File: config.mk
export PLATFORM = sky130hd
export DESIGN_NAME = tamper_status_control
export DESIGN_NICKNAME = d
export VERILOG_FILES = /design/src/hw/backup_data_mem.v /design/src/hw/tamper_status_control.v
export VERILOG_INCLUDE_DIRS = /design/src /design/src/common
export SDC_FILE = /design/constraint.sdc
export NUM_CORES = 1
export LEC_CHECK = 0
export ABC_CLOCK_PERIOD_IN_PS = 3000
export BUFFER_PORTS_ARGS = -buffer_cell sky130_fd_sc_hd__buf_2
export CORE_MARGIN = 2
export CORE_UTILIZATION = 55
export CTS_CLUSTER_SIZE = 14
export DETAILED_ROUTE_END_ITERATION = 10
export PLACE_DENSITY = 0.84
export SLEW_MARGIN = 20
export SYNTH_ARGS = -nofsm -noshare
export SYNTH_HDL_FRONTEND = slang
export SYNTH_HIERARCHICAL = 1
export SYNTH_SLANG_ARGS = --single-unit
File: constraint.sdc
create_clock -name pclk -period 3 [get_ports pclk]
set_input_delay 0.15 -clock pclk [delete_from_list [all_inputs] [get_ports pclk]]
set_output_delay 0.15 -clock pclk [all_outputs]
set_load 0.01 [all_outputs]
File: src/common/tamper_consts.vh
`ifndef TAMPER_CONSTS_VH
`define TAMPER_CONSTS_VH

// ----------------------------------------------------------------------
// Register map (byte addresses)
// ----------------------------------------------------------------------
`define TAMP_CSR_OFFSET 12'h000
`define TAMP_DATA_BASE 12'h004
`define TAMP_DATA_WORDS 10
`define TAMP_DATA_AW 4
`define TAMP_DATA_DW 16

// ----------------------------------------------------------------------
// Control and status field positions
// ----------------------------------------------------------------------
`define TAMP_EVENT_CLEAR_BIT 0
`define TAMP_IRQ_CLEAR_BIT 1
`define TAMP_IRQ_ENABLE_BIT 2
`define TAMP_EVENT_FLAG_BIT 8
`define TAMP_IRQ_FLAG_BIT 9

// ----------------------------------------------------------------------
// Reset values
// ----------------------------------------------------------------------
`define TAMP_CSR_RESET 32'h00000000
`define TAMP_DATA_RESET 16'h0000

// ----------------------------------------------------------------------
// Timing: wait cycles in the access phase before ready
// ----------------------------------------------------------------------
`define TAMP_APB_WAIT 2

`endif

File: src/hw/backup_data_mem.v
`include "tamper_consts.vh"

module backup_data_mem (
	// Clock, reset, enable
	input wire pclk,
	input wire presetn,
	input wire ce,
	// Hold in reset
	input wire clr,
	// Write port
	input wire wr_en,
	input wire [`TAMP_DATA_AW-1:0] wr_addr,
	input wire [`TAMP_DATA_DW-1:0] wr_data,
	// Read port, data from a register
	input wire [`TAMP_DATA_AW-1:0] rd_addr,
	output reg [`TAMP_DATA_DW-1:0] rd_data_r
);

	reg [`TAMP_DATA_DW-1:0] mem_r [0:`TAMP_DATA_WORDS-1];
	genvar gi;

	// ------------------------------------------------------------------
	// Storage words
	// ------------------------------------------------------------------
	generate
		for (gi = 0; gi < `TAMP_DATA_WORDS; gi = gi + 1) begin : g_word
			// Clear wins over any write so a tamper leaves no trace
			always @(posedge pclk or negedge presetn) begin
				if (!presetn) begin
					mem_r[gi] <= `TAMP_DATA_RESET;
				end else if (ce) begin
					if (clr) begin
						mem_r[gi] <= `TAMP_DATA_RESET;
					end else if (wr_en && wr_addr == gi) begin
						mem_r[gi] <= wr_data;
					end
				end
			end
		end
	endgenerate

	// ------------------------------------------------------------------
	// Registered read
	// ------------------------------------------------------------------
	always @(posedge pclk or negedge presetn) begin
		if (!presetn) begin
			rd_data_r <= `TAMP_DATA_RESET;
		end else if (ce) begin
			if (clr || rd_addr >= `TAMP_DATA_WORDS) begin
				rd_data_r <= `TAMP_DATA_RESET;
			end else begin
				rd_data_r <= mem_r[rd_addr];
			end
		end
	end

endmodule

File: src/hw/tamper_status_control.v
`include "tamper_consts.vh"


module tamper_status_control (
	// Clock, reset, enable
	input wire pclk,
	input wire presetn,
	input wire ce,
	// APB slave
	input wire psel,
	input wire penable,
	input wire pwrite,
	input wire [11:0] paddr,
	input wire [31:0] pwdata,
	output reg [31:0] prdata,
	output reg pready,
	output reg pslverr,
	// Tamper detection and power state
	input wire tamper_detect,
	input wire standby_wake,
	input wire core_sleep,
	// Interrupt towards the core
	output reg tamper_irq_r
);

	// ------------------------------------------------------------------
	// Address decode helpers
	// ------------------------------------------------------------------
	function is_data;
		input [11:0] a;
		begin
			is_data = (a[1:0] == 2'h0) && (a >= `TAMP_DATA_BASE) &&
				(a < `TAMP_DATA_BASE + 4 * `TAMP_DATA_WORDS);
		end
	endfunction

	function [`TAMP_DATA_AW-1:0] data_index;
		input [11:0] a;
		reg [11:0] d;
		begin
			d = a - `TAMP_DATA_BASE;
			data_index = d[`TAMP_DATA_AW+1:2];
		end
	endfunction

	// ------------------------------------------------------------------
	// Declarations
	// ------------------------------------------------------------------
	localparam ST_IDLE = 3'b001;
	localparam ST_WAIT = 3'b010;
	localparam ST_DONE = 3'b100;

	reg [2:0] state_r;
	reg [2:0] state_nxt;
	reg tamp_s1_r;
	reg tamp_s2_r;
	reg tamp_prev_r;
	reg wake_s1_r;
	reg wake_s2_r;
	reg armed_r;
	reg armed_nxt;
	reg tamper_event_flag_r;
	reg tamper_event_flag_nxt;
	reg tamper_irq_flag_r;
	reg tamper_irq_flag_nxt;
	reg tamper_irq_enable_r;
	reg tamper_irq_enable_nxt;
	reg [31:0] csr_rd;
	wire access;
	wire wr_commit;
	wire csr_hit;
	wire data_hit;
	wire event_set;
	wire event_clr;
	wire irq_clr;
	wire mem_clr;
	wire [`TAMP_DATA_DW-1:0] mem_rd_data;

	// ------------------------------------------------------------------
	// Synchronisers for tamper level and standby wake
	// ------------------------------------------------------------------
	// Both come from the backup/power domain, so two stages each
	always @(posedge pclk or negedge presetn) begin
		if (!presetn) begin
			tamp_s1_r <= 1'b0;
			tamp_s2_r <= 1'b0;
			tamp_prev_r <= 1'b0;
			wake_s1_r <= 1'b0;
			wake_s2_r <= 1'b0;
		end else if (ce) begin
			tamp_s1_r <= tamper_detect;
			tamp_s2_r <= tamp_s1_r;
			tamp_prev_r <= tamp_s2_r;
			wake_s1_r <= standby_wake;
			wake_s2_r <= wake_s1_r;
		end
	end

	// ------------------------------------------------------------------
	// Bus decode and event terms
	// ------------------------------------------------------------------
	assign access = psel && penable;
	assign wr_commit = access && pready && pwrite;
	assign csr_hit = (paddr == `TAMP_CSR_OFFSET);
	assign data_hit = is_data(paddr);
	// Edge detect: a level held high is a single event, even after re-arming
	assign event_set = armed_r && tamp_s2_r && !tamp_prev_r;
	assign event_clr = wr_commit && csr_hit &&
		pwdata[`TAMP_EVENT_CLEAR_BIT];
	assign irq_clr = wr_commit && csr_hit &&
		pwdata[`TAMP_IRQ_CLEAR_BIT];
	// Detection itself resets the data, the flag keeps it in reset
	assign mem_clr = event_set || tamper_event_flag_r;

	// ------------------------------------------------------------------
	// Next-state of flags; hardware set wins over software clear
	// ------------------------------------------------------------------
	always @* begin
		// Bit 8 of a CSR write is never looked at
		tamper_event_flag_nxt = event_set ||
			(tamper_event_flag_r && !event_clr);
		// Detection stays blind until software clears the flag
		if (event_set) begin
			armed_nxt = 1'b0;
		end else if (event_clr) begin
			armed_nxt = 1'b1;
		end else begin
			armed_nxt = armed_r;
		end
		tamper_irq_flag_nxt = (event_set && tamper_irq_enable_r) ||
			(tamper_irq_flag_r && !irq_clr);
		if (wr_commit && csr_hit) begin
			tamper_irq_enable_nxt = pwdata[`TAMP_IRQ_ENABLE_BIT];
		end else begin
			tamper_irq_enable_nxt = tamper_irq_enable_r;
		end
		// Standby wake returns enable and irq flag to reset state
		if (wake_s2_r) begin
			tamper_irq_enable_nxt = 1'b0;
			tamper_irq_flag_nxt = 1'b0;
		end
	end

	// ------------------------------------------------------------------
	// Flag registers
	// ------------------------------------------------------------------
	always @(posedge pclk or negedge presetn) begin
		if (!presetn) begin
			armed_r <= 1'b1;
			tamper_event_flag_r <= 1'b0;
			tamper_irq_flag_r <= 1'b0;
			tamper_irq_enable_r <= 1'b0;
		end else if (ce) begin
			armed_r <= armed_nxt;
			tamper_event_flag_r <= tamper_event_flag_nxt;
			tamper_irq_flag_r <= tamper_irq_flag_nxt;
			tamper_irq_enable_r <= tamper_irq_enable_nxt;
		end
	end

	// ------------------------------------------------------------------
	// Interrupt output
	// ------------------------------------------------------------------
	// Masked while the core sleeps so the line never acts as a wake source
	always @(posedge pclk or negedge presetn) begin
		if (!presetn) begin
			tamper_irq_r <= 1'b0;
		end else if (ce) begin
			tamper_irq_r <= tamper_irq_flag_nxt && !core_sleep;
		end
	end

	// ------------------------------------------------------------------
	// Control/status read value
	// ------------------------------------------------------------------
	// Clear bits and reserved bits are constant zero
	always @* begin
		csr_rd = 32'h00000000;
		csr_rd[`TAMP_IRQ_ENABLE_BIT] = tamper_irq_enable_r;
		csr_rd[`TAMP_EVENT_FLAG_BIT] = tamper_event_flag_r;
		csr_rd[`TAMP_IRQ_FLAG_BIT] = tamper_irq_flag_r;
	end

	// ------------------------------------------------------------------
	// APB handshake: two wait cycles, registered memory read settled
	// ------------------------------------------------------------------
	always @* begin
		case (state_r)
			ST_IDLE: begin
				state_nxt = access ? ST_WAIT : ST_IDLE;
			end
			ST_WAIT: begin
				state_nxt = ST_DONE;
			end
			ST_DONE: begin
				state_nxt = ST_IDLE;
			end
			default: begin
				state_nxt = ST_IDLE;
			end
		endcase
	end

	always @(posedge pclk or negedge presetn) begin
		if (!presetn) begin
			state_r <= ST_IDLE;
			pready <= 1'b0;
			pslverr <= 1'b0;
			prdata <= 32'h00000000;
		end else if (ce) begin
			state_r <= state_nxt;
			pready <= (state_nxt == ST_DONE);
			if (state_nxt == ST_DONE) begin
				pslverr <= !(csr_hit || data_hit);
				if (pwrite) begin
					prdata <= 32'h00000000;
				end else if (csr_hit) begin
					prdata <= csr_rd;
				end else if (data_hit) begin
					prdata <= {16'h0000, mem_rd_data};
				end else begin
					prdata <= 32'h00000000;
				end
			end else begin
				pslverr <= 1'b0;
				prdata <= 32'h00000000;
			end
		end
	end

	// ------------------------------------------------------------------
	// Backup data storage
	// ------------------------------------------------------------------
	// Writes land only when the flag is clear; the memory also
	// refuses them itself while clr is high
	backup_data_mem u_mem (
		.pclk(pclk),
		.presetn(presetn),
		.ce(ce),
		.clr(mem_clr),
		.wr_en(wr_commit && data_hit && !tamper_event_flag_r),
		.wr_addr(data_index(paddr)),
		.wr_data(pwdata[`TAMP_DATA_DW-1:0]),
		.rd_addr(data_index(paddr)),
		.rd_data_r(mem_rd_data)
	);

endmodule
# Yosys cells after proc, flatten, opt, wreduce, memory -nomap -nowiden
# Index checks and enable logic that the tools add are counted.
dict set report op_classes {
  addsub 1
  order_cmp 4
  eq_ne 12
  n_mux 36
  bitwise_logic 1
  reduce_logical 64
}
# operator count
set ops {}
lappend ops {{$mux W16} 26}
lappend ops {{$bmux W16 S4} 1}
lappend ops {{$mux W32} 1}
lappend ops {{$logic_and A1 B1 Y1} 26}
lappend ops {{$reduce_and A2 Y1} 12}
lappend ops {{$reduce_bool A2 Y1} 12}
lappend ops {{$eq A4 B3 Y1 const B} 4}
lappend ops {{$ge A12 B3 Y1 const B} 1}
lappend ops {{$logic_not A12 Y1} 1}
lappend ops {{$lt A12 B6 Y1 const B} 1}
lappend ops {{$eq A4 B2 Y1 const B} 2}
lappend ops {{$eq A4 B4 Y1 const B} 2}
lappend ops {{$logic_not A1 Y1} 6}
lappend ops {{$mux W1} 6}
lappend ops {{$pmux W3 S2} 1}
lappend ops {{$sub A6 B3 Y6 const B} 1}
lappend ops {{$ge A5 B5 Y1 const B} 1}
lappend ops {{$logic_or A1 B1 Y1} 5}
lappend ops {{$not A4 Y5} 1}
lappend ops {{$eq A4 B1 Y1 const B} 1}
lappend ops {{$ge A4 B4 Y1 const B} 1}
lappend ops {{$logic_not A4 Y1} 1}
lappend ops {{$eq A3 B1 Y1 const B} 1}
lappend ops {{$eq A3 B2 Y1 const B} 1}
lappend ops {{3 further kinds} 3}
dict set report word_totals {
  regBits 223
  in_bits 53
  out_inout_bits 35
  word_cells 143
}

# Longest topological paths before layout
# Gate-level depths: netlist (run 1).
dict set report logic_depth {
  depth_word 10
  ltp_mapped 12
}

# Hierarchy
# The synthesis (run 1) kept the hierarchy.
# module instances cells_each area_each_um2
set modules_own_cells {}
lappend modules_own_cells {backup_data_mem 1 610 8284.2}
lappend modules_own_cells {tamper_status_control 1 136 1562.7}

# Least setup slack after synthesis (run 1)
# OpenSTA, ideal clock, no wires.
dict set report synth_timing {
  path_kind {input -> register}
  startpoint {input port paddr[2]}
  endpoint {register u_mem/mem_r[149] in the netlist's numbering}
  setup_time_ns 0.125
  arrival_ns 2.386
  path_slack_ns 0.489
  cell_stages 12
  n_path_buf 2
  cell_sequence {inv_1 ha_1 nor3b_1 nand2_1 nor3b_1 nor4bb_1 nand2b_1 nor4_1 o21a_1 buf_2 buf_2 mux2_2}
}
dict set report synth_between {
  elab_chain_cells 8
}
# element line
set synth_lines {}
lappend synth_lines {{start: declaration} tamper_status_control.v:13} ;# input wire [11:0] paddr,
lappend synth_lines {{$ge A12 B3 Y1 (no source line)} --}
lappend synth_lines {{$logic_and A1 B1 Y1 (2 in a row)} tamper_status_control.v:32} ;# is_data = (a[1:0] == 2'h0) && (a >= `TAMP_DATA_BASE) &&
lappend synth_lines {{$logic_and A1 B1 Y1 (2 in a row)} tamper_status_control.v:241} ;# .wr_en(wr_commit && data_hit && !tamper_event_flag_r),
lappend synth_lines {{$logic_and A1 B1 Y1 *} backup_data_mem.v:34} ;# end else if (wr_en && wr_addr == gi) begin
lappend synth_lines {{$reduce_bool A2 Y1 (no source line) *} --}
lappend synth_lines {{$reduce_and A2 Y1 (no source line) *} --}
lappend synth_lines {{end signal: indexed assignment} backup_data_mem.v:30} ;# mem_r[gi] <= `TAMP_DATA_RESET;
lappend synth_lines {{end signal: indexed assignment} backup_data_mem.v:33} ;# mem_r[gi] <= `TAMP_DATA_RESET;
lappend synth_lines {{end signal: indexed assignment} backup_data_mem.v:35} ;# mem_r[gi] <= wr_data;
lappend synth_lines {{end: declaration} backup_data_mem.v:19} ;# reg [`TAMP_DATA_DW-1:0] mem_r [0:`TAMP_DATA_WORDS-1];
# Every way passes the cells marked *; elsewhere a longest branch is shown, timed or not.
# A chain may end at the register's enable or synchronous reset.

# Worst setup path in the final report (run 1)
dict set report layout_timing {
  startpoint {register pready}
  endpoint {register u_mem/mem_r[27] in the netlist's numbering}
}
dict set report layout_between {
  elab_chain_cells 7
}
# element line
set layout_lines {}
lappend layout_lines {{start: declaration} tamper_status_control.v:16} ;# output reg pready,
lappend layout_lines {{start signal: assignment} tamper_status_control.v:212} ;# pready <= (state_nxt == ST_DONE);
lappend layout_lines {{$logic_and A1 B1 Y1 (2 in a row)} tamper_status_control.v:103} ;# assign wr_commit = access && pready && pwrite;
lappend layout_lines {{$logic_and A1 B1 Y1 (2 in a row)} tamper_status_control.v:241}
lappend layout_lines {{$logic_and A1 B1 Y1} backup_data_mem.v:34}
lappend layout_lines {{$reduce_bool A2 Y1 (no source line)} --}
lappend layout_lines {{$reduce_and A2 Y1 (no source line)} --}
# No other way between the ends.

==> impl_metrics.py, run 1 <==
metrics = {
    "grt": {
        "grt_pass1_wl_um": 38500,
        "grt_max_degree": 92,
        "grt-ovfl-total": 0,
        "grtUsageTotal": 0.265,
        "grt_pass1_vias": 7006,
        "antenna_found_initial": 0,
    },
    "floorplanning": {
        "die_w_um": 138,
        "io_pins": 88,
        "core_area_sq_mm": 0.0174,
        "die_y_um": 138,
        "rows": 48,
        "die-area_sq_mm": 0.0190,
        "initial_core_util": 0.565,
    },
    "place": {
        "portBuffers": 55,
        "place_congestion": 0.806,
        "dp_hpwl_um": 14900,
        "place_area_sq_mm": 0.0104,
    },
    "timing": {
        "final-setup-viol-count": 0,
        "post-route-period-util": 0.931,
        "skew_ps": 9.99,
        "worst_pin_slew_ps": 1150,
        "min_period_ps": 2790,
        "slew_headroom": 0.231,
        "rsz0062_at_grt": "false",
        "drv_slew": 0,
        "fmaxAchievable_ghz": 0.358,
        "hold_viol": 0,
        "fin_setup_tns_ps": 0,
    },
    "setup_path": {
        "rr_startpoint": "pready$_DFFE_PN0P_",
        "worst-path-buf-inv": 1,
        "cp.arrival_ps": 3180,
        "crit_end": "u_mem/mem_r[27]$_DFFE_PN0P_",
        "start_kind": "flip-flop",
        "cp.required_ps": 3390,
        "crit_chain": "and4_1, nor4bb_1, buf_4, nor4bb_2, and2b_1, nand2_1, o221ai_1",
        "r2r-end": "u_mem/mem_r[27]$_DFFE_PN0P_",
        "crit_slowest_cell": "nand2_1",
        "critPathMaxFanout": 14,
        "crit_path_end_kind": "flip-flop",
        "cpLargestDelayFamily": "simple AND/OR/NAND/NOR gates",
        "critical_path_class": "flip-flop to flip-flop",
        "ff2ff_path_depth": 7,
        "r2r_slack_ps": 210,
        "crit_cells": 7,
        "critPathLaunch": "pready$_DFFE_PN0P_",
        "max_stage_delay_ps": 440,
    },
    "yosys": {
        "yosysMostFrequentCell": "dfrtp_1",
        "synth_top_cells_by_count": "205 x dfrtp_1, 101 x mux2_2, 52 x inv_1",
        "synthArstFlopShare": 1.00,
        "synthCells": 746,
        "synth.largest_area_cell": "dfrtp_1",
        "synth_seq_cells": 207,
        "synth_edf_count": 0,
        "synthFlopType": "dfrtp_1",
        "synth_top_area_frac": 0.521,
        "syn_area_sq_mm": 0.00985,
        "seq_area_frac_synth": 0.526,
        "avgSynthCellArea_sq_um": 13.2,
        "synthTopCellsByArea": "dfrtp_1 52%, mux2_2 12%, mux4_2 7.1%",
        "ys_warn_count": 6,
        "synth_cell_types": 61,
    },
    "drt": {
        "ant_nets": 0,
        "drcViolationCount": 0,
        "vias": 6759,
        "avgRoutedWirePerCell_um": 22.9,
        "drt-pass1-iter-count": 5,
        "viasPerCell": 6.46,
        "routed_wl_um": 24000,
        "drtIter0Drc": 706,
    },
    "power_and_ir_drop": {
        "ir_drop_mv": 0.407,
        "power_density_mw_per_mm2": 538,
        "p_leak_nw": 5.59,
        "total_power_w": 0.00606,
    },
    "cells_and_area": {
        "syn_to_final_growth_pct": 14.2,
        "multi_input_area_sq_mm": 0.00417,
        "nets": 864,
        "design_area_sq_mm": 0.0112,
        "num-fill-cells": 1175,
        "regArea_sq_mm": 0.00518,
        "diodes": 0,
        "drive_above_1_share": 0.345,
    },
    "clock_tree": {
        "cts_buffers": 21,
        "htree_levels": 1,
        "cts_tree": "yes",
        "clk_latency_ps": 500,
        "post_cts_buffers": 0,
        "cts_buffer_depth": 3,
        "root_buffer": "clkbuf_16",
        "cts.reportedPaths.clkPinSlew_ps": 60,
        "clock_sinks": 207,
    },
    "hold_path": {
        "hold_path_class": "input pin to flip-flop",
        "whs_path_depth": 3,
        "holdCritStartpoint": "pwdata[14]",
    },
    "run_status": {
        "status": "completed",
    },
    "job": {
        "max_cap_viol_count": 0,
    },
}
## routing by layer
metal | global-route usage | vias to the layer above | part of all wire
li1 | - | 2889 | -
met1 | 0.365 | 3465 | 0.41
met2 | 0.426 | 330 | 0.48
met3 | 0.0438 | 75 | 0.073
met4 | 0.0981 | 0 | 0.035
met5 | 0 | - | 0
## power by group
| part | internal [W] | switching [W] | total (W) |
|---|---|---|---|
| registers | 0.00283 | 0.0000252 | 0.00285 |
| clock network | 0.00173 | 0.00107 | 0.00281 |
| logic | 0.000135 | 0.000264 | 0.000399 |
## cell usage in the layout (no fill, tap or decap), types with 3 or more instances in the layout
cell,n
dlygate4sd3_1,5
o22ai_2,9
a22o_1,47
and2_1,3
a221o_1,18
nand2b_1,16
buf_4,25
conb_1,16
dfrtp_1,205
nor2b_1,20
buf_2,54
nor3b_1,3
o221ai_1,29
mux2i_1,20
buf_12,7
nor4_1,3
inv_1,51
or3_1,28
clkbuf_16,21
ha_1,3
a21oi_1,4
nor3_1,7
bufinv_16,3
nand2_1,9
clkinv_2,5
o22ai_1,8
o21ai_0,7
nor2_1,8
clkbuf_8,9
mux2_2,101
o21ai_1,4
mux4_2,31
## metrics by stage
step / instances / setup WS, ps / utilization / hold slack [ps]
finish: 1047 / 206 / 0.646 / 30.7
CTS: 1047 / 271 / 0.646 / 19.0
global route: 1047 / 38.1 / 0.646 / 43.5
global placement: 1005 / 76.6 / 0.600 / 271
floorplan: 761 / 489 / - / -146
detailed placement: 1005 / 32.9 / 0.600 / 269
## state kept, by name (all words and copies together) (netlist names), 3 cells and up
register,flops
u_mem/rd_data_r,16
u_mem/mem_r,160
state_r,3
prdata,16
## layout make-up
cell class,instances,area share
sequential,207,0.461
multi-input combinational,433,0.371
timing repair buffer,92,0.0588
clock buffer,29,0.0565
tap,225,0.0250
inverter,53,0.0178
clock inverter,8,0.0105
## logic make-up (layout without fill, tap and decap cells)
family / Yosys count / count (layout) / synth area share
DFF: 207 / 207 / 0.526
muxes: 152 / 152 / 0.207
AOI/OAI and AO/OA: 140 / 140 / 0.122
buffers and inverters: 121 / 182 / 0.0593
and+or+nand+nor: 120 / 120 / 0.0798
adders and majority gates: 3 / 3 / 0.00381
xor gates and xnor gates: 2 / 2 / 0.00178
other: 1 / 16 / 0.000381
## worst min path at each step
| stage | endpoint | slack, ps |
|---|---|---|
| 2_1_floorplan | prdata[0]$_DFFE_PN0P_ | -150 |
| 3_3_place_gp | u_mem/mem_r[49]$_DFFE_PN0P_ | 270 |
| 3_5_place_dp | u_mem/mem_r[51]$_DFFE_PN0P_ | 270 |
| 4_1_cts | u_mem/mem_r[29]$_DFFE_PN0P_ | 20 |
| 5_1_grt | u_mem/mem_r[30]$_DFFE_PN0P_ | 40 |
| 6_report | u_mem/mem_r[30]$_DFFE_PN0P_ | 30 |
## worst reg2reg max path: stages, from the launching register on
cell and delay (ps):
dfrtp_1 380, and4_1 250, nor4bb_1 330, buf_4 200, nor4bb_2 410, and2b_1 350
nand2_1 440, o221ai_1 330
## repair_timing
item,in CTS,in global routing
hold endpoints to repair,89,0
hold buffers,5,0
resized for setup,0,0
(Power assumes the default switching activity.)
==> run 2, diff against run 1 <==
- SETUP_SLACK_MARGIN: default -> 0.4
==> impl_metrics.py, run 2 (synthesized netlist as in run 1, its figures left out) <==
metrics = {
    "drt": {
        "routed.top_layer": "met4",
        "drtIter0Drc": 675,
        "wl_met2_um": 11600,
        "ant_nets": 0,
        "wl_met1_um": 9730,
        "vias": 6755,
        "drt-pass1-iter-count": 5,
        "drcViolationCount": 0,
        "wl_met3_um": 1880,
        "avgRoutedWirePerCell_um": 23.0,
        "viasPerCell": 6.45,
        "routed_wl_um": 24100,
    },
    "setup_path": {
        "crit_path_end_kind": "flip-flop",
        "critPathMaxFanout": 16,
        "cp.arrival_ps": 2900,
        "cp.required_ps": 3370,
        "critical_path_class": "flip-flop to flip-flop",
        "rr_startpoint": "pready$_DFFE_PN0P_",
        "ff2ff_path_depth": 7,
        "r2r-end": "u_mem/mem_r[37]$_DFFE_PN0P_",
        "r2r_slack_ps": 470,
        "start_kind": "flip-flop",
    },
    "timing": {
        "post-route-period-util": 0.844,
        "fin_setup_tns_ps": 0,
        "rsz0062_at_grt": "true",
        "hold_viol": 0,
        "slew_headroom": 0.240,
        "final-setup-viol-count": 0,
        "skew_ps": 9.55,
        "min_period_ps": 2530,
        "worst_pin_slew_ps": 1140,
        "drv_slew": 0,
        "fmaxAchievable_ghz": 0.395,
    },
    "cells_and_area": {
        "post-route-util": 0.648,
        "final_cell_mix": "205 x dfrtp_1, 101 x mux2_2, 54 x buf_2",
        "syn_to_final_growth_pct": 14.5,
        "nets": 864,
        "largest_reg_flops": 160,
        "regArea_sq_mm": 0.00518,
        "reg_top3": "u_mem/mem_r x160, prdata x16, u_mem/rd_data_r x16",
        "layout_commonest_cell": "dfrtp_1",
        "drive_above_1_share": 0.352,
        "diodes": 0,
        "top_register": "u_mem/mem_r",
        "num-fill-cells": 1169,
        "multi_input_area_sq_mm": 0.00420,
    },
    "grt": {
        "grt_max_degree": 92,
        "grt_pass1_wl_um": 38600,
        "grt-ovfl-total": 0,
        "antenna_found_initial": 0,
        "grt_pass1_vias": 6992,
        "grtUsageTotal": 0.265,
    },
    "hold_path": {
        "hold_path_class": "input pin to flip-flop",
        "whs_endpoint": "u_mem/mem_r[29]$_DFFE_PN0P_",
        "holdCritStartpoint": "pwdata[13]",
        "whs_path_depth": 3,
    },
    "floorplanning": {
        "die_y_um": 138,
        "rows": 48,
        "io_pins": 88,
        "die-area_sq_mm": 0.0190,
        "initial_core_util": 0.565,
        "die_w_um": 138,
        "core_area_sq_mm": 0.0174,
    },
    "clock_tree": {
        "clk_latency_ps": 490,
        "cts_buffer_depth": 3,
        "htree_levels": 1,
        "cts_buffers": 21,
        "clock_sinks": 207,
        "cts_tree": "yes",
        "cts.reportedPaths.clkPinSlew_ps": 60,
        "root_buffer": "clkbuf_16",
    },
    "power_and_ir_drop": {
        "p_leak_nw": 5.59,
        "total_power_w": 0.00606,
        "power_density_mw_per_mm2": 537,
        "ir_drop_mv": 0.406,
    },
    "place": {
        "place_congestion": 0.806,
        "portBuffers": 55,
        "dp_hpwl_um": 14900,
    },
    "job": {
        "max_cap_viol_count": 0,
    },
    "run_status": {
        "status": "completed",
    },
}
==> run 2: what timing repair did <==
| item | in CTS | in global routing |
|---|---|---|
| setup buffers | 0 | 0 |
| endpoints found under the setup margin | 20 | 40 |
| gates resized for setup | 3 | 5 |
| cloned | 0 | 0 |
| hold buffers | 5 | 0 |
| hold endpoints to repair | 89 | 0 |
==> run 2: per-stage QoR <==
stage,hold slack [ps],setup slack (ps),cell area (sq um),instances
2_1_floorplan,-146,489,9900,761
3_3_place_gp,271,76.6,10400,1005
3_5_place_dp,269,32.9,10400,1005
4_1_cts,19.0,475,11300,1047
5_1_grt,43.5,371,11300,1047
6_report,27.3,467,11300,1047
==> run 2: per-layer routing <==
layer | vias to the layer above | GRT usage
met1 | 3478 | 0.366
met4 | 0 | 0.0975
li1 | 2890 | -
met2 | 316 | 0.427
met5 | - | 0
met3 | 71 | 0.0430
==> run 2: worst max-delay path, cell delays in order, from the launching register on <==
cell      delay [ps]
dfrtp_1          400
and4_1           240
nor4bb_1         150
buf_4            160
nand3_1          100
nor2_1            60
o21ai_2          870
mux2_2           430
==> run 2: worst max-delay path by stage <==
stage                             startpoint                           end  slack (ps)  depth (start not counted)
after floorplan                     paddr[2]  u_mem/mem_r[149]$_DFFE_PN0P_         490                         12
after global placement             paddr[11]   u_mem/mem_r[20]$_DFFE_PN0P_          80                         10
after detailed placement            paddr[2]   u_mem/mem_r[27]$_DFFE_PN0P_          30                         12
after CTS                 pready$_DFFE_PN0P_   u_mem/mem_r[27]$_DFFE_PN0P_         470                          7
after global routing      pready$_DFFE_PN0P_   u_mem/mem_r[16]$_DFFE_PN0P_         370                          7
final                     pready$_DFFE_PN0P_   u_mem/mem_r[37]$_DFFE_PN0P_         470                          7
==> run 2: final cells by class <==
type | instances | area share
inverters | 53 | 0.0178
flip-flops and latches | 207 | 0.460
multi-input cells | 433 | 0.372
well taps | 225 | 0.0250
repair buffers | 92 | 0.0587
clock buffers | 29 | 0.0564
clock inverters | 8 | 0.0104
==> run 2: power breakdown <==
| group | internal [W] | total (W) | switching, W |
|---|---|---|---|
| Combinational | 0.000136 | 0.000400 | 0.000264 |
| Sequential | 0.00283 | 0.00285 | 0.0000256 |
| Clock | 0.00173 | 0.00280 | 0.00107 |
==> run 3, diff against run 2 <==
- ABC_CLOCK_PERIOD_IN_PS: 3000 -> 2500
- clock period: 3 -> 2.5 ns (I/O delays scaled with it)
==> impl_metrics.py, run 3 (synthesized netlist as in run 1, its figures left out) <==
metrics = {
    "run_status": {
        "status": "completed",
    },
    "cells_and_area": {
        "syn_to_final_growth_pct": 25.6,
        "design_area_sq_mm": 0.0124,
        "num-fill-cells": 953,
        "post-route-util": 0.710,
        "drive_above_1_share": 0.438,
        "top_register": "u_mem/mem_r",
        "nets": 917,
        "diodes": 0,
        "layout_commonest_cell": "dfrtp_1",
        "reg_top3": "u_mem/mem_r x160, prdata x16, u_mem/rd_data_r x16",
        "largest_reg_flops": 160,
        "final_cell_mix": "204 x dfrtp_1, 84 x mux2_2, 56 x buf_2",
    },
    "hold_path": {
        "whs_endpoint": "u_mem/mem_r[6]$_DFFE_PN0P_",
        "whs_path_depth": 3,
        "holdCritStartpoint": "pwdata[6]",
        "hold_path_class": "input pin to flip-flop",
    },
    "setup_path": {
        "crit_path_end_kind": "flip-flop",
        "cp.required_ps": 2930,
        "ff2ff_path_depth": 10,
        "r2r-end": "u_mem/mem_r[94]$_DFFE_PN0P_",
        "r2r_slack_ps": 70,
        "start_kind": "flip-flop",
        "rr_startpoint": "pready$_DFFE_PN0P_",
        "critical_path_class": "flip-flop to flip-flop",
        "cp.arrival_ps": 2860,
        "critPathMaxFanout": 16,
    },
    "drt": {
        "routed.top_layer": "met4",
        "viasPerCell": 7.00,
        "drtIter0Drc": 902,
        "routed_wl_um": 31500,
        "wl_met1_um": 10900,
        "avgRoutedWirePerCell_um": 28.6,
        "drt-pass1-iter-count": 7,
        "drcViolationCount": 0,
        "ant_nets": 0,
        "wl_met2_um": 15100,
        "wl_met3_um": 3340,
        "vias": 7704,
    },
    "clock_tree": {
        "htree_levels": 1,
        "clock_sinks": 207,
        "cts_buffer_depth": 3,
        "cts.reportedPaths.clkPinSlew_ps": 60,
        "root_buffer": "clkbuf_16",
        "cts_tree": "yes",
        "cts_buffers": 21,
        "clk_latency_ps": 510,
    },
    "timing": {
        "hold_viol": 0,
        "rsz0062_at_grt": "true",
        "slew_headroom": 0.443,
        "skew_ps": 13.0,
        "fmaxAchievable_ghz": 0.412,
        "fin_setup_tns_ps": 0,
        "worst_pin_slew_ps": 836,
        "post-route-period-util": 0.972,
        "drv_slew": 0,
        "whs_ps": 33.3,
        "min_period_ps": 2430,
        "final-setup-viol-count": 0,
    },
    "power_and_ir_drop": {
        "power_density_mw_per_mm2": 606,
        "ir_drop_mv": 0.491,
        "total_power_w": 0.00749,
        "p_leak_nw": 6.00,
    },
    "grt": {
        "grtUsageTotal": 0.280,
        "antenna_found_initial": 0,
        "grt_max_degree": 75,
        "grt-ovfl-total": 0,
        "grt_pass1_vias": 7180,
        "grt_pass1_wl_um": 40500,
    },
    "place": {
        "dp_hpwl_um": 15200,
        "place_congestion": 0.834,
        "portBuffers": 55,
        "place_area_sq_mm": 0.0107,
    },
    "floorplanning": {
        "die_y_um": 138,
        "core_area_sq_mm": 0.0174,
        "initial_core_util": 0.565,
        "io_pins": 88,
        "die_w_um": 138,
        "rows": 48,
        "die-area_sq_mm": 0.0190,
    },
    "job": {
        "max_cap_viol_count": 0,
    },
}
==> run 3: cell types whose count changed in the layout (fill, tap and decap cells not counted), sizes merged <==
cell,change
dlygate4sd3,+7
inv,+1
buf,+45
clkinvlp,-1
clkinv,+2
bufinv,+2
clkbuf,-3
==> run 3: worst max-delay path by stage <==
stage                            start                      endpoint  cells past startpoint
finish              pready$_DFFE_PN0P_   u_mem/mem_r[94]$_DFFE_PN0P_                     10
global route        pready$_DFFE_PN0P_   u_mem/mem_r[51]$_DFFE_PN0P_                      9
CTS                 pready$_DFFE_PN0P_  u_mem/mem_r[118]$_DFFE_PN0P_                      9
detailed placement            paddr[2]  u_mem/mem_r[147]$_DFFE_PN0P_                     13
global placement              paddr[2]  u_mem/mem_r[159]$_DFFE_PN0P_                     13
floorplan                     paddr[2]    u_mem/mem_r[8]$_DFFE_PN0P_                     12
==> run 3: final cells by class <==
type,instances,area (sq um),area share
timing repair buffer,145,1300,0.105
clock buffer,25,571,0.0461
clock inverter,12,189,0.0153
multi-input combinational,433,4640,0.375
sequential,207,5180,0.419
inverter,53,200,0.0162
tap,225,282,0.0228
==> run 3: repair_timing <==
| action | 4_1_cts | 5_1_grt |
|---|---|---|
| setup endpoints to repair | 135 | 172 |
| hold buffers | 12 | 0 |
| pin swaps | 6 | 27 |
| cloned | 1 | 7 |
| endpoints found under the hold margin | 86 | 0 |
| setup buffers | 10 | 8 |
| gates resized for setup | 24 | 88 |
==> run 3: critical path, cell delays in order, from the launching register on <==
cell	delay [ps]
dfrtp_1	360
and4_4	220
nor4bb_4	380
buf_4	200
buf_6	110
buf_6	90
buf_6	80
nand4b_1	190
nor3_2	250
buf_6	250
a22o_1	210
==> run 3: metrics by stage <==
step / setup WS [ps] / cells
after CTS: 363 / 1085
after global routing: 79.9 / 1100
final: 70.2 / 1100
after detailed placement: 6.77 / 1025
after global placement: 31.2 / 1025
after floorplan: 343 / 761
==> run 3: layer usage <==
metal / global-route usage / vias up
met3: 0.0567 / 184
met1: 0.367 / 3905
met2: 0.467 / 613
met4: 0.0992 / 0
met5: 0 / -
li1: - / 3002
==> run 3: power breakdown <==
part	switching [W]	internal, W
clock network	0.00133	0.00215
registers	0.0000337	0.00339
logic	0.000385	0.000206
